[src/mrf_pkg.sv]
// Package of constants and carrier types for the Modbus RTU frame logic
package mrf_pkg;
	localparam logic [15:0] CRC_PRESET = 16'hFFFF;
	localparam logic [15:0] CRC_POLY = 16'hA001;
	localparam int CRC_SHIFTS = 8;
	localparam logic [7:0] EXC_FLAG = 8'h80;
	localparam logic [7:0] EXC_ILLEGAL_FUNC = 8'h01;
	localparam logic [7:0] EXC_ILLEGAL_ADDR = 8'h02;
	localparam logic [7:0] EXC_ILLEGAL_VALUE = 8'h03;
	localparam logic [7:0] EXC_DEVICE_FAIL = 8'h04;
	localparam logic [7:0] FC_READ_HOLD = 8'h03;
	localparam logic [7:0] FC_DIAG = 8'h08;
	localparam logic [7:0] FC_WRITE_MULTI = 8'h10;
	localparam logic [2:0] EXC_LEN = 3'h5;

	// Transmit sequencer states
	typedef enum logic [2:0] {
		MRF_IDLE = 3'b000,
		MRF_EXC = 3'b001,
		MRF_FLOAT = 3'b010,
		MRF_CRC_LO = 3'b011,
		MRF_CRC_HI = 3'b100
	} mrf_state_t;

	// Why a request was refused
	typedef struct packed {
		logic bad_addr;
		logic bad_value;
		logic dev_fail;
	} mrf_fault_t;

	// Outgoing byte stream
	typedef struct packed {
		logic valid;
		logic [7:0] data;
		logic last;
	} mrf_byte_t;

	// Whole state of the framer
	typedef struct packed {
		mrf_state_t state;
		logic [15:0] tx_crc;
		logic [15:0] rx_crc;
		logic [7:0] rx_prev;
		logic [7:0] rx_prev2;
		logic [1:0] rx_cnt;
		logic crc_err;
		logic crc_ok;
		logic [7:0] exc_code;
		logic [7:0] func;
		logic [31:0] shift;
		logic [2:0] idx;
		mrf_byte_t tx;
	} mrf_regs_t;
endpackage

[src/mrf_framer.sv]
// Modbus RTU exception framer, float byte order and CRC generate/check
//
// Notes on behaviour
// Exception reply carries function code plus 80 hex, then one code byte.
// Code 1 when the function code is not accepted.
// Code 2 when the query address is not permitted.
// Code 3 when a field value, implied length or count is illegal.
// Code 4 for any other refusal, such as a write out of limits.
// Multi-byte quantities go most significant byte first by default.
// Default float: register N holds bits 31..16, register N+1 bits 15..0.
// A configurable alternative float byte order is supported.
// Sender computes a 16-bit CRC and appends it as two bytes.
// Receiver recomputes CRC over the frame and flags any mismatch.
// CRC accumulator presets to all ones at each message start.
// Each byte is XORed into the accumulator low byte before shifting.
// Eight right shifts per byte, XOR with A001 when a one drops out.
// Accumulator after the last byte is the frame CRC.
// CRC sent low byte first, then high byte.
// Only function codes 3, 8 and 16 are accepted.
// Exception frame is address, modified function, code, then two CRC bytes.
`timescale 1ns/1ns
module mrf_framer (
	input wire logic CLK_IN,
	input wire logic RST_IN,
	input wire logic [7:0] SLAVE_ADDR_IN,
	input wire logic RX_START_IN,
	input wire logic RX_VALID_IN,
	input wire logic [7:0] RX_DATA_IN,
	input wire logic RX_END_IN,
	input wire logic REQ_IN,
	input wire logic [7:0] REQ_FUNC_IN,
	input wire mrf_pkg::mrf_fault_t REQ_FAULT_IN,
	input wire logic FLOAT_IN,
	input wire logic [31:0] FLOAT_DATA_IN,
	input wire logic FLOAT_SWAP_IN,
	input wire logic TX_READY_IN,
	output logic BUSY_OUT,
	output logic TX_VALID_OUT,
	output logic [7:0] TX_DATA_OUT,
	output logic TX_LAST_OUT,
	output logic [7:0] EXC_CODE_OUT,
	output logic CRC_ERR_OUT,
	output logic CRC_OK_OUT
);
	mrf_pkg::mrf_regs_t r_reg;
	mrf_pkg::mrf_regs_t r_next;
	logic [7:0] next_byte;
	logic byte_taken;

	// One byte through the CRC: XOR low byte, then eight shifts
	function automatic logic [15:0] crc_byte(input logic [15:0] acc, input logic [7:0] b);
		logic [15:0] c;
		c = acc ^ {8'h00, b};
		for (int i = 0; i < mrf_pkg::CRC_SHIFTS; i++) begin
			if (c[0]) begin
				c = (c >> 1) ^ mrf_pkg::CRC_POLY;
			end else begin
				c = c >> 1;
			end
		end
		return c;
	endfunction

	// Picks the next float byte; swap flips words and bytes for the alternate order
	function automatic logic [7:0] float_byte(input logic [31:0] f, input logic [2:0] k,
		input logic swap);
		logic [1:0] j;
		j = swap ? k[1:0] : ~k[1:0];
		return f[{j, 3'b000} +: 8];
	endfunction

	assign byte_taken = r_reg.tx.valid && TX_READY_IN;

	// Next state of the whole framer
	always_comb begin
		r_next = r_reg;
		next_byte = 8'h00;
		r_next.crc_ok = 1'b0;
		// Receive side checker
		if (RX_START_IN) begin
			r_next.rx_crc = mrf_pkg::CRC_PRESET;
			r_next.rx_cnt = 2'h0;
			r_next.crc_err = 1'b0;
		end else if (RX_VALID_IN) begin
			// The last two bytes are the CRC itself, so they are held back two deep
			if (r_reg.rx_cnt == 2'h2) begin
				r_next.rx_crc = crc_byte(r_reg.rx_crc, r_reg.rx_prev2);
			end else begin
				r_next.rx_cnt = r_reg.rx_cnt + 2'h1;
			end
			r_next.rx_prev2 = r_reg.rx_prev;
			r_next.rx_prev = RX_DATA_IN;
		end else if (RX_END_IN) begin
			// Received field arrives low byte then high byte
			if (r_reg.rx_cnt != 2'h2 || r_reg.rx_crc != {r_reg.rx_prev, r_reg.rx_prev2}) begin
				r_next.crc_err = 1'b1;
			end else begin
				r_next.crc_ok = 1'b1;
			end
		end
		// Transmit sequencer
		if (byte_taken) begin
			r_next.tx.valid = 1'b0;
			r_next.tx.last = 1'b0;
			r_next.tx_crc = crc_byte(r_reg.tx_crc, r_reg.tx.data);
			r_next.idx = r_reg.idx + 3'h1;
		end
		unique case (r_reg.state)
			mrf_pkg::MRF_IDLE: begin
				if (REQ_IN) begin
					r_next.tx_crc = mrf_pkg::CRC_PRESET;
					r_next.idx = 3'h0;
					r_next.func = REQ_FUNC_IN;
					r_next.state = mrf_pkg::MRF_EXC;
					// Function check outranks field faults
					if (REQ_FUNC_IN != mrf_pkg::FC_READ_HOLD && REQ_FUNC_IN != mrf_pkg::FC_DIAG
						&& REQ_FUNC_IN != mrf_pkg::FC_WRITE_MULTI) begin
						r_next.exc_code = mrf_pkg::EXC_ILLEGAL_FUNC;
					end else if (REQ_FAULT_IN.bad_addr) begin
						r_next.exc_code = mrf_pkg::EXC_ILLEGAL_ADDR;
					end else if (REQ_FAULT_IN.bad_value) begin
						r_next.exc_code = mrf_pkg::EXC_ILLEGAL_VALUE;
					end else begin
						r_next.exc_code = mrf_pkg::EXC_DEVICE_FAIL;
					end
				end else if (FLOAT_IN) begin
					r_next.tx_crc = mrf_pkg::CRC_PRESET;
					r_next.idx = 3'h0;
					r_next.shift = FLOAT_DATA_IN;
					r_next.state = mrf_pkg::MRF_FLOAT;
				end
			end
			mrf_pkg::MRF_EXC: begin
				if (!r_reg.tx.valid && !byte_taken) begin
					unique case (r_reg.idx)
						3'h0: next_byte = SLAVE_ADDR_IN;
						3'h1: next_byte = r_reg.func | mrf_pkg::EXC_FLAG;
						default: next_byte = r_reg.exc_code;
					endcase
					r_next.tx.valid = 1'b1;
					r_next.tx.data = next_byte;
				end else if (byte_taken && r_reg.idx == 3'h2) begin
					r_next.state = mrf_pkg::MRF_CRC_LO;
				end
			end
			mrf_pkg::MRF_FLOAT: begin
				if (!r_reg.tx.valid && !byte_taken) begin
					r_next.tx.valid = 1'b1;
					r_next.tx.data = float_byte(r_reg.shift, r_reg.idx, FLOAT_SWAP_IN);
				end else if (byte_taken && r_reg.idx == 3'h3) begin
					r_next.state = mrf_pkg::MRF_CRC_LO;
				end
			end
			mrf_pkg::MRF_CRC_LO: begin
				if (!r_reg.tx.valid && !byte_taken) begin
					r_next.tx.valid = 1'b1;
					r_next.tx.data = r_reg.tx_crc[7:0];
				end else if (byte_taken) begin
					r_next.tx_crc = r_reg.tx_crc; // CRC byte itself is not folded in
					r_next.state = mrf_pkg::MRF_CRC_HI;
				end
			end
			mrf_pkg::MRF_CRC_HI: begin
				if (!r_reg.tx.valid && !byte_taken) begin
					r_next.tx.valid = 1'b1;
					r_next.tx.last = 1'b1;
					r_next.tx.data = r_reg.tx_crc[15:8];
				end else if (byte_taken) begin
					r_next.state = mrf_pkg::MRF_IDLE;
				end
			end
		endcase
	end

	// Single state register
	always_ff @(posedge CLK_IN) begin
		if (RST_IN) begin
			r_reg <= '0;
			r_reg.state <= mrf_pkg::MRF_IDLE;
			r_reg.tx_crc <= mrf_pkg::CRC_PRESET;
			r_reg.rx_crc <= mrf_pkg::CRC_PRESET;
		end else begin
			r_reg <= r_next;
		end
	end

	assign BUSY_OUT = (r_reg.state != mrf_pkg::MRF_IDLE);
	assign TX_VALID_OUT = r_reg.tx.valid;
	assign TX_DATA_OUT = r_reg.tx.data;
	assign TX_LAST_OUT = r_reg.tx.last;
	assign EXC_CODE_OUT = r_reg.exc_code;
	assign CRC_ERR_OUT = r_reg.crc_err;
	assign CRC_OK_OUT = r_reg.crc_ok;
endmodule

[config.mk]
export PLATFORM = sky130hd
export DESIGN_NAME = mrf_framer
export DESIGN_NICKNAME = d
export VERILOG_FILES = /design/src/mrf_pkg.sv /design/src/mrf_framer.sv
export SDC_FILE = /design/constraint.sdc
export NUM_CORES = 1
export LEC_CHECK = 0
export BUFFER_PORTS_ARGS = -buffer_cell sky130_fd_sc_hd__buf_2
export CAP_MARGIN = 40
export CORE_AREA = 2 2 106 108
export DETAILED_ROUTE_END_ITERATION = 10
export DIE_AREA = 0 0 108 110
export PLACE_DENSITY = 0.71
export SETUP_SLACK_MARGIN = 0.3
export SLEW_MARGIN = 5
export SYNTH_ARGS = -nofsm -noshare
export SYNTH_HDL_FRONTEND = slang
export SYNTH_SLANG_ARGS = --single-unit
[constraint.sdc]
create_clock -name CLK_IN -period 2.6 [get_ports CLK_IN]
set_input_delay 0.13 -clock CLK_IN [delete_from_list [all_inputs] [get_ports CLK_IN]]
set_output_delay 0.13 -clock CLK_IN [all_outputs]
set_load 0.03 [all_outputs]
==> impl_results.md, run 1 <==
* RSZ-0062 raised after global routing: false
* Final hold vios at 0
* Initial DRC Count at 370
* Nets at 822
* Area of the multi-input gates at 2790 um2
* Crit path largest cell delay at 0.52 ns
* Top cells by count, synth: 163 x nand2_1, 110 x dfxtp_1, 73 x a21oi_1
* Ant diodes at 0
* Most common cell in the netlist: nand2_1
* DP Area at 5670 um2
* Unique masters post-synth at 46
* Clk sinks at 110
* P_leak at 2.56 nW
* Root Driver: clkbuf_8
* Synthesis Warnings at 0
* Vias in the first global route at 4520
* Reg area at 2200 um2
* Sequential area share after synthesis at 0.418
* Vias per cell at 5.36
* # H-tree levels at 3
* FMAX at 0.488 GHz
* Layout cell share with drive strength beyond 1 at 0.160
* CTS Buffer Depth at 2
* Max reg flops at 95
* WP data arrival at 2.34 ns
* Via count at 4774
* Crit path kind: reg2reg
* Post-Route WL at 13.2 mm
* Slew Viols, Final at 0
* Register bit total from synthesis at 110
* Residual DRC count at 0
* Slew Limit Headroom at 0.534
* Min-delay worst type: in2reg
* Worst Skew at 0.00882 ns
* Max Cap Viol at 0
* Aggregate global-route resource usage at 0.230
* VDD IR max at 928 uV
* Status: completed
* Skew-Pair Late Insertion Delay at 0.39 ns
* Final Critical Period at 2.05 ns
* Worst Path Required at 2.89 ns
* Synth-to-layout area growth at 19.8%
* Die X at 108 um
* Placer Congestion at 0.899
* CP max stage cell: mux2i_1
* Power Density at 846 nW/um2
* Final HPWL DP at 9.26 mm
* Top_reg_cell synth: dfxtp_1
* Async set or reset register ratio after synthesis at 0
* FILL cells at 994
* Mapped Cells at 651
* Core Rows at 38
* WL/cell at 14.8 um
* Die Footprint at 11900 um2
* Core ar. at 10700 um2
* First-pass GRT wire length at 21.3 mm
* Final period utilization at 0.788
* Synthesized area at 5270 um2
* Clock transition at path regs at 0.11 ns
* Cell breakdown of the critical path: inv_1, mux2i_1, a22oi_1, o21ai_0, nand2_1, a311oi_1
* DRT Pass-1 Iters at 5
* Post-route ant nets at 0
* Setup TNS at 0 ns
* CTS Buf Count at 9
* CTS tree: done
* Die H at 110 um
* CP Launch Type: flop
* Antenna violations before repair at 0
* Post-synth top area cell: dfxtp_1
* Synthesized area per cell at 8.09 um2
* Total power draw at 0.00534 W
* Top Ports at 89
* CP max FO at 7
* CP endpoint kind: flop
* I/O Buffers at 82
* Post-synth EDFFs at 0
* Finished Cell Area at 6310 um2
* Slew @ Worst Pin at 0.695 ns
* GR Overflow Total at 0
* Starting Density at 0.492
* Yosys top cell area share at 0.418
* Dominant cells by area after synthesis: dfxtp_1 42%, nand2_1 12%, a21oi_1 6.9%
* Pin count of the biggest net entering global routing at 64
* Final setup viols at 0
[per-stage QoR]
stage          std cells  setup WS (ns)  hold slack [ns]   util
2_1_floorplan        655          0.732            0.207      -
3_3_place_gp         832          0.640            0.370  0.530
3_5_place_dp         832          0.565            0.373  0.530
4_1_cts              890          0.529          0.00452  0.590
5_1_grt              890          0.301           0.0168  0.590
6_report             890          0.552           0.0116  0.590
[timing repair]
item	in CTS	in global routing
endpoints found under the hold margin	44	0
hold buffers	42	0
gates resized for setup	0	1
endpoints found under the setup margin	0	1
setup buffers	0	0
[layout make-up]
| class | count | area share |
|---|---|---|
| sequential | 110 | 0.349 |
| clock buffer | 9 | 0.0196 |
| timing repair buffer | 132 | 0.141 |
| multi-input combinational | 484 | 0.442 |
| clock inverter | 7 | 0.0155 |
| tap | 140 | 0.0278 |
| inverter | 8 | 0.00476 |
[power by group]
part / internal, W / leakage (nW) / switching [W]
clock network: 0.000546 / 0.106 / 0.000605
logic: 0.000901 / 1.56 / 0.00118
registers: 0.00188 / 0.896 / 0.000228
total: 0.00333 / 2.56 / 0.00201
[layout by cell type (no fill, tap or decap), drive strengths merged, types with 4 or more instances in the layout]
master	instances
nor3	10
dfxtp	110
a222oi	4
a22oi	11
a211oi	5
o22ai	15
dlygate4sd3	42
conb	5
nand3	11
o211ai	10
nor2	40
ha	9
o21ai	15
buf	90
mux2i	9
o31ai	4
xor2	12
xnor2	36
inv	9
a221oi	4
a21oi	73
a22o	4
a311oi	5
clkbuf	9
nand2b	15
nand2	163
[final timing paths]
path / cells after the start / start / endpoint / slack, ns
min reg2reg: 2 / r_reg[19] / r_reg[19] / 0.46
min: 3 / REQ_FUNC_IN[3] / r_reg[48] / 0.01
max: 6 / r_reg[10] / TX_DATA_OUT[4] / 0.55
max reg2reg: 6 / r_reg[10] / TX_DATA_OUT[4] / 0.55
[routing by layer]
layer,GRT usage,vias to the layer above,share of wire
met3,0.0400,20,0.055
li1,-,2397,-
met5,0,-,0
met4,0.0888,0,0.022
met2,0.396,149,0.48
met1,0.288,2208,0.44
[worst max-delay path, delay by kind of cell, from the launching register on]
kind	cells	cell delay, ns
buf+inv	1	0.15
mux	1	0.52
compound gates	3	0.64
simple gates	1	0.13
flops	1	0.51
[kinds of logic (layout without fill, tap and decap cells)]
| kind of cell | Yosys count | after routing | share of synthesized area |
|---|---|---|---|
| buffers and inverters | 61 | 156 | 0.0558 |
| XOR/XNOR | 50 | 50 | 0.0988 |
| flip-flops | 110 | 110 | 0.418 |
| multiplexers | 10 | 10 | 0.0214 |
| AND/OR/NAND/NOR | 254 | 254 | 0.202 |
| AO/OA/AOI/OAI | 156 | 156 | 0.182 |
| adder cells (fa/ha/maj) | 9 | 9 | 0.0214 |
| other | 1 | 5 | 0.000712 |
No activity file was read; power rests on OpenSTA's default activity.
==> run 2, diff against run 1 <==
- ABC_AREA: default -> 1
- CORE_AREA: 2 2 106 108 -> 2 2 108 110
- DIE_AREA: 0 0 108 110 -> 0 0 110 112
- PLACE_DENSITY: 0.71 -> 0.74
- clock period: 2.6 -> 1.78 ns (I/O delays scaled with it)
==> impl_results.md, run 2 <==
* Die Footprint at 12300 um2 (+3.7%)
* Synthesized area at 5500 um2 (+4.5%)
* Aggregate global-route resource usage at 0.265 (+0.0351)
* Vias per cell at 5.50 (+2.6%)
* Initial DRC Count at 477 (+29%)
* FMAX at 0.514 GHz (+5.2%)
* Max reg flops at 95 (unchanged)
* Most common cell after layout, fill and taps aside: nand2_1
* Async set or reset register ratio after synthesis at 0 (unchanged)
* Switch Pwr at 0.00450 W (+120%)
* Worst Path Required at 2.03 ns (-0.86 ns)
* Ant diodes at 0 (unchanged)
* P_int at 0.00600 W (+80%)
* Post-route ant nets at 0 (unchanged)
* CTS Buffer Depth at 2 (unchanged)
* Pin count of the biggest net entering global routing at 43 (-33%)
* Die H at 112 um (+1.8%)
* I/O Buffers at 82 (unchanged)
* Cell breakdown of the critical path: xor2_2, inv_2, ha_4, xor2_2, xor2_1, inv_1, nand2_2, nand2_2, nand2_2, nand2_2, nand2_1, nand2_1, nand2_1, nand2_1
* Max Cap Viol at 0 (unchanged)
* Post-Route WL at 17.7 mm (+34%)
* Cells after DPL at 1001 (+20%)
* R2R Path Start: r_reg[82]
* Nets at 1021 (+24%)
* Layout cell share with drive strength beyond 1 at 0.332 (+0.172)
* Slew Limit Headroom at 0.665 (+0.131)
* Comb power frac at 0.494 (+0.105)
* Sequential area share after synthesis at 0.400 (-0.0179)
* Post-synth EDFFs at 0 (unchanged)
* Synth-to-layout area growth at 43.4%
* Place WS at -0.0742 ns (-0.639 ns)
* Min-delay worst type: in2reg
* Post-synth top area cell: dfxtp_1
* Skew-Pair Late Insertion Delay at 0.35 ns (-0.04 ns)
* Core Rows at 39 (+2.6%)
* Yosys top cell area share at 0.400 (-0.0179)
* DRT Pass-1 Iters at 5 (unchanged)
* Crit path largest cell delay at 0.35 ns (-0.17 ns)
* Top Ports at 89 (unchanged)
* Starting Density at 0.492 (about the same)
* CP max stage cell: dfxtp_2
* P_leak at 3.64 nW (+42%)
* Sw Share at 0.429 (+0.0527)
* Worst hold path cell count at 3 (unchanged)
* R2R Path End: r_reg[81]
* Synthesis Warnings at 0 (unchanged)
* Most common cell in the netlist: nand2_1
* Final setup viols at 3 (+3)
* Die X at 110 um (+1.9%)
* Violated checks: setup timing
* CP endpoint kind: flop
* # H-tree levels at 3 (unchanged)
* CTS tree: done
* RSZ-0062 raised after global routing: true
* Slew Viols, Final at 0 (unchanged)
* Clock network fraction of design power at 0.189 (-0.027)
* Core ar. at 11200 um2 (+4.5%)
* Slew @ Worst Pin at 0.502 ns (-0.193 ns)
* Worst Skew at 0.00746 ns (-0.00136 ns)
* Residual DRC count at 0 (unchanged)
* Synthesized area per cell at 6.97 um2 (-14%)
* Top_reg_cell synth: dfxtp_1
* Via count at 6009 (+26%)
* Register bit total from synthesis at 110 (unchanged)
* Final period utilization at 1.09 (+0.305)
* Hold Crit Start: REQ_FUNC_IN[2]
* Final Non-Filler Cells at 1092 (+23%)
* CTS Buf Count at 9 (unchanged)
* Clk sinks at 110 (unchanged)
* Top cells by count, synth: 141 x nand2_1, 133 x nor2_1, 110 x dfxtp_1
* Status: finished, violations left
* Antenna violations before repair at 0 (unchanged)
* CP Launch Type: flop
* WL/cell at 16.2 um (+9.4%)
* CP max FO at 2 (-5)
* Final Critical Period at 1.95 ns (-0.102 ns)
* Unique masters post-synth at 41 (-11%)
* Power Density at 1330 nW/um2 (+57%)
* WP data arrival at 2.20 ns (-0.14 ns)
* GR Overflow Total at 0 (unchanged)
* Flop pwr share at 0.317 (-0.078)
* VDD IR max at 1160 uV (+25%)
* Placer Congestion at 0.868 (-3.5%)
* Dominant cells by area after synthesis: dfxtp_1 40%, nand2_1 9.6%, o21ai_0 9.5%
* Crit path kind: reg2reg
* R2R depth at 14 (+8)
* R2R setup slack at -0.17 ns (-0.72 ns)
* First-pass GRT wire length at 25.6 mm (+20%)
* Clock transition at path regs at 0.08 ns (-0.03 ns)
* Finished Core Util at 0.706 (+0.116)
* Post-route worst setup slack at -0.165 ns (-0.718 ns)
* Worst Hold End: r_reg[47]
* Mapped Cells at 789 (+21%)
* Vias in the first global route at 5318 (+18%)
* FILL cells at 841 (-15%)
* Final HPWL DP at 10.1 mm (+9.6%)
* Final hold vios at 0 (unchanged)
* Most frequent cells in the layout: 113 x nand2_1, 110 x nor2_1, 92 x o21ai_0
* Root Driver: clkbuf_16
## run 2: power groups by stage
| stage | Sequential (W) | Combinational [W] | Clock (W) |
|---|---|---|---|
| 5_1_grt | 0.00337 | 0.00559 | 0.00208 |
| 3_3_place_gp | 0.00323 | 0.00332 | 0 |
| 6_report | 0.00333 | 0.00519 | 0.00198 |
| 4_1_cts | 0.00323 | 0.00417 | 0.00199 |
| 3_5_place_dp | 0.00324 | 0.00337 | 0 |
| 2_1_floorplan | 0.00316 | 0.00264 | 0 |
## run 2: cell type report
type / count / area, um2 / area share
well taps: 143 / 179 / 0.0227
repair buffers: 187 / 1380 / 0.174
inverters: 72 / 299 / 0.0379
flip-flops and latches: 110 / 2260 / 0.286
clock buffers: 11 / 243 / 0.0308
multi-input cells: 564 / 3490 / 0.443
clock inverters: 5 / 41.3 / 0.00523
## run 2: worst max-delay path by stage
stage / startpoint / depth (start not counted) / to
detailed placement: r_reg[82] / 14 / r_reg[81]
finish: r_reg[82] / 14 / r_reg[81]
floorplan: r_reg[82] / 14 / r_reg[81]
global placement: r_reg[82] / 14 / r_reg[81]
CTS: r_reg[82] / 14 / r_reg[81]
global route: r_reg[82] / 12 / r_reg[81]
## run 2: repair_timing
action | in CTS | in global routing
endpoints found under the setup margin | 28 | 75
buffers inserted | 22 | 13
cloned | 1 | 0
hold endpoints to repair | 38 | 0
gates resized for setup | 106 | 106
hold buffers | 39 | 0
pin swaps | 29 | 39
## run 2: per-stage QoR
step | hold WS [ns] | setup TNS, ns | total power (W) | instance area, um2
CTS | 0.00341 | -0.0817 | 0.00940 | 7340
floorplan | 0.167 | 0 | 0.00580 | 5560
global placement | 0.311 | -0.00452 | 0.00655 | 6120
finish | 0.00802 | -0.231 | 0.0105 | 7890
global route | 0.0203 | -0.514 | 0.0110 | 7890
detailed placement | 0.314 | -0.0742 | 0.00661 | 6120
## run 2: per-layer routing
layer / vias to the layer above / wire [um] / global-route usage
met5: - / 0 / 0
met4: 0 / 532 / 0.0743
met3: 56 / 1380 / 0.0439
met2: 308 / 8820 / 0.449
met1: 2757 / 6990 / 0.344
li1: 2888 / - / -
## run 2: worst max-delay path, delay by kind of cell (launching register included)
kind          cells  cell delay [ns]
simple gates      8             0.49
buf+inv           2             0.15
xor+xnor          3             0.58
flops             1             0.35
fa+ha+maj         1             0.25
## run 2: kinds of logic after synthesis
kind of cell,Yosys count,share of synthesized area
and+or+nand+nor,330,0.242
AOI/OAI and AO/OA,194,0.197
buffers and inverters,119,0.0948
DFF,110,0.400
xor gates and xnor gates,26,0.0452
adders and majority gates,9,0.0205
other,1,0.000681
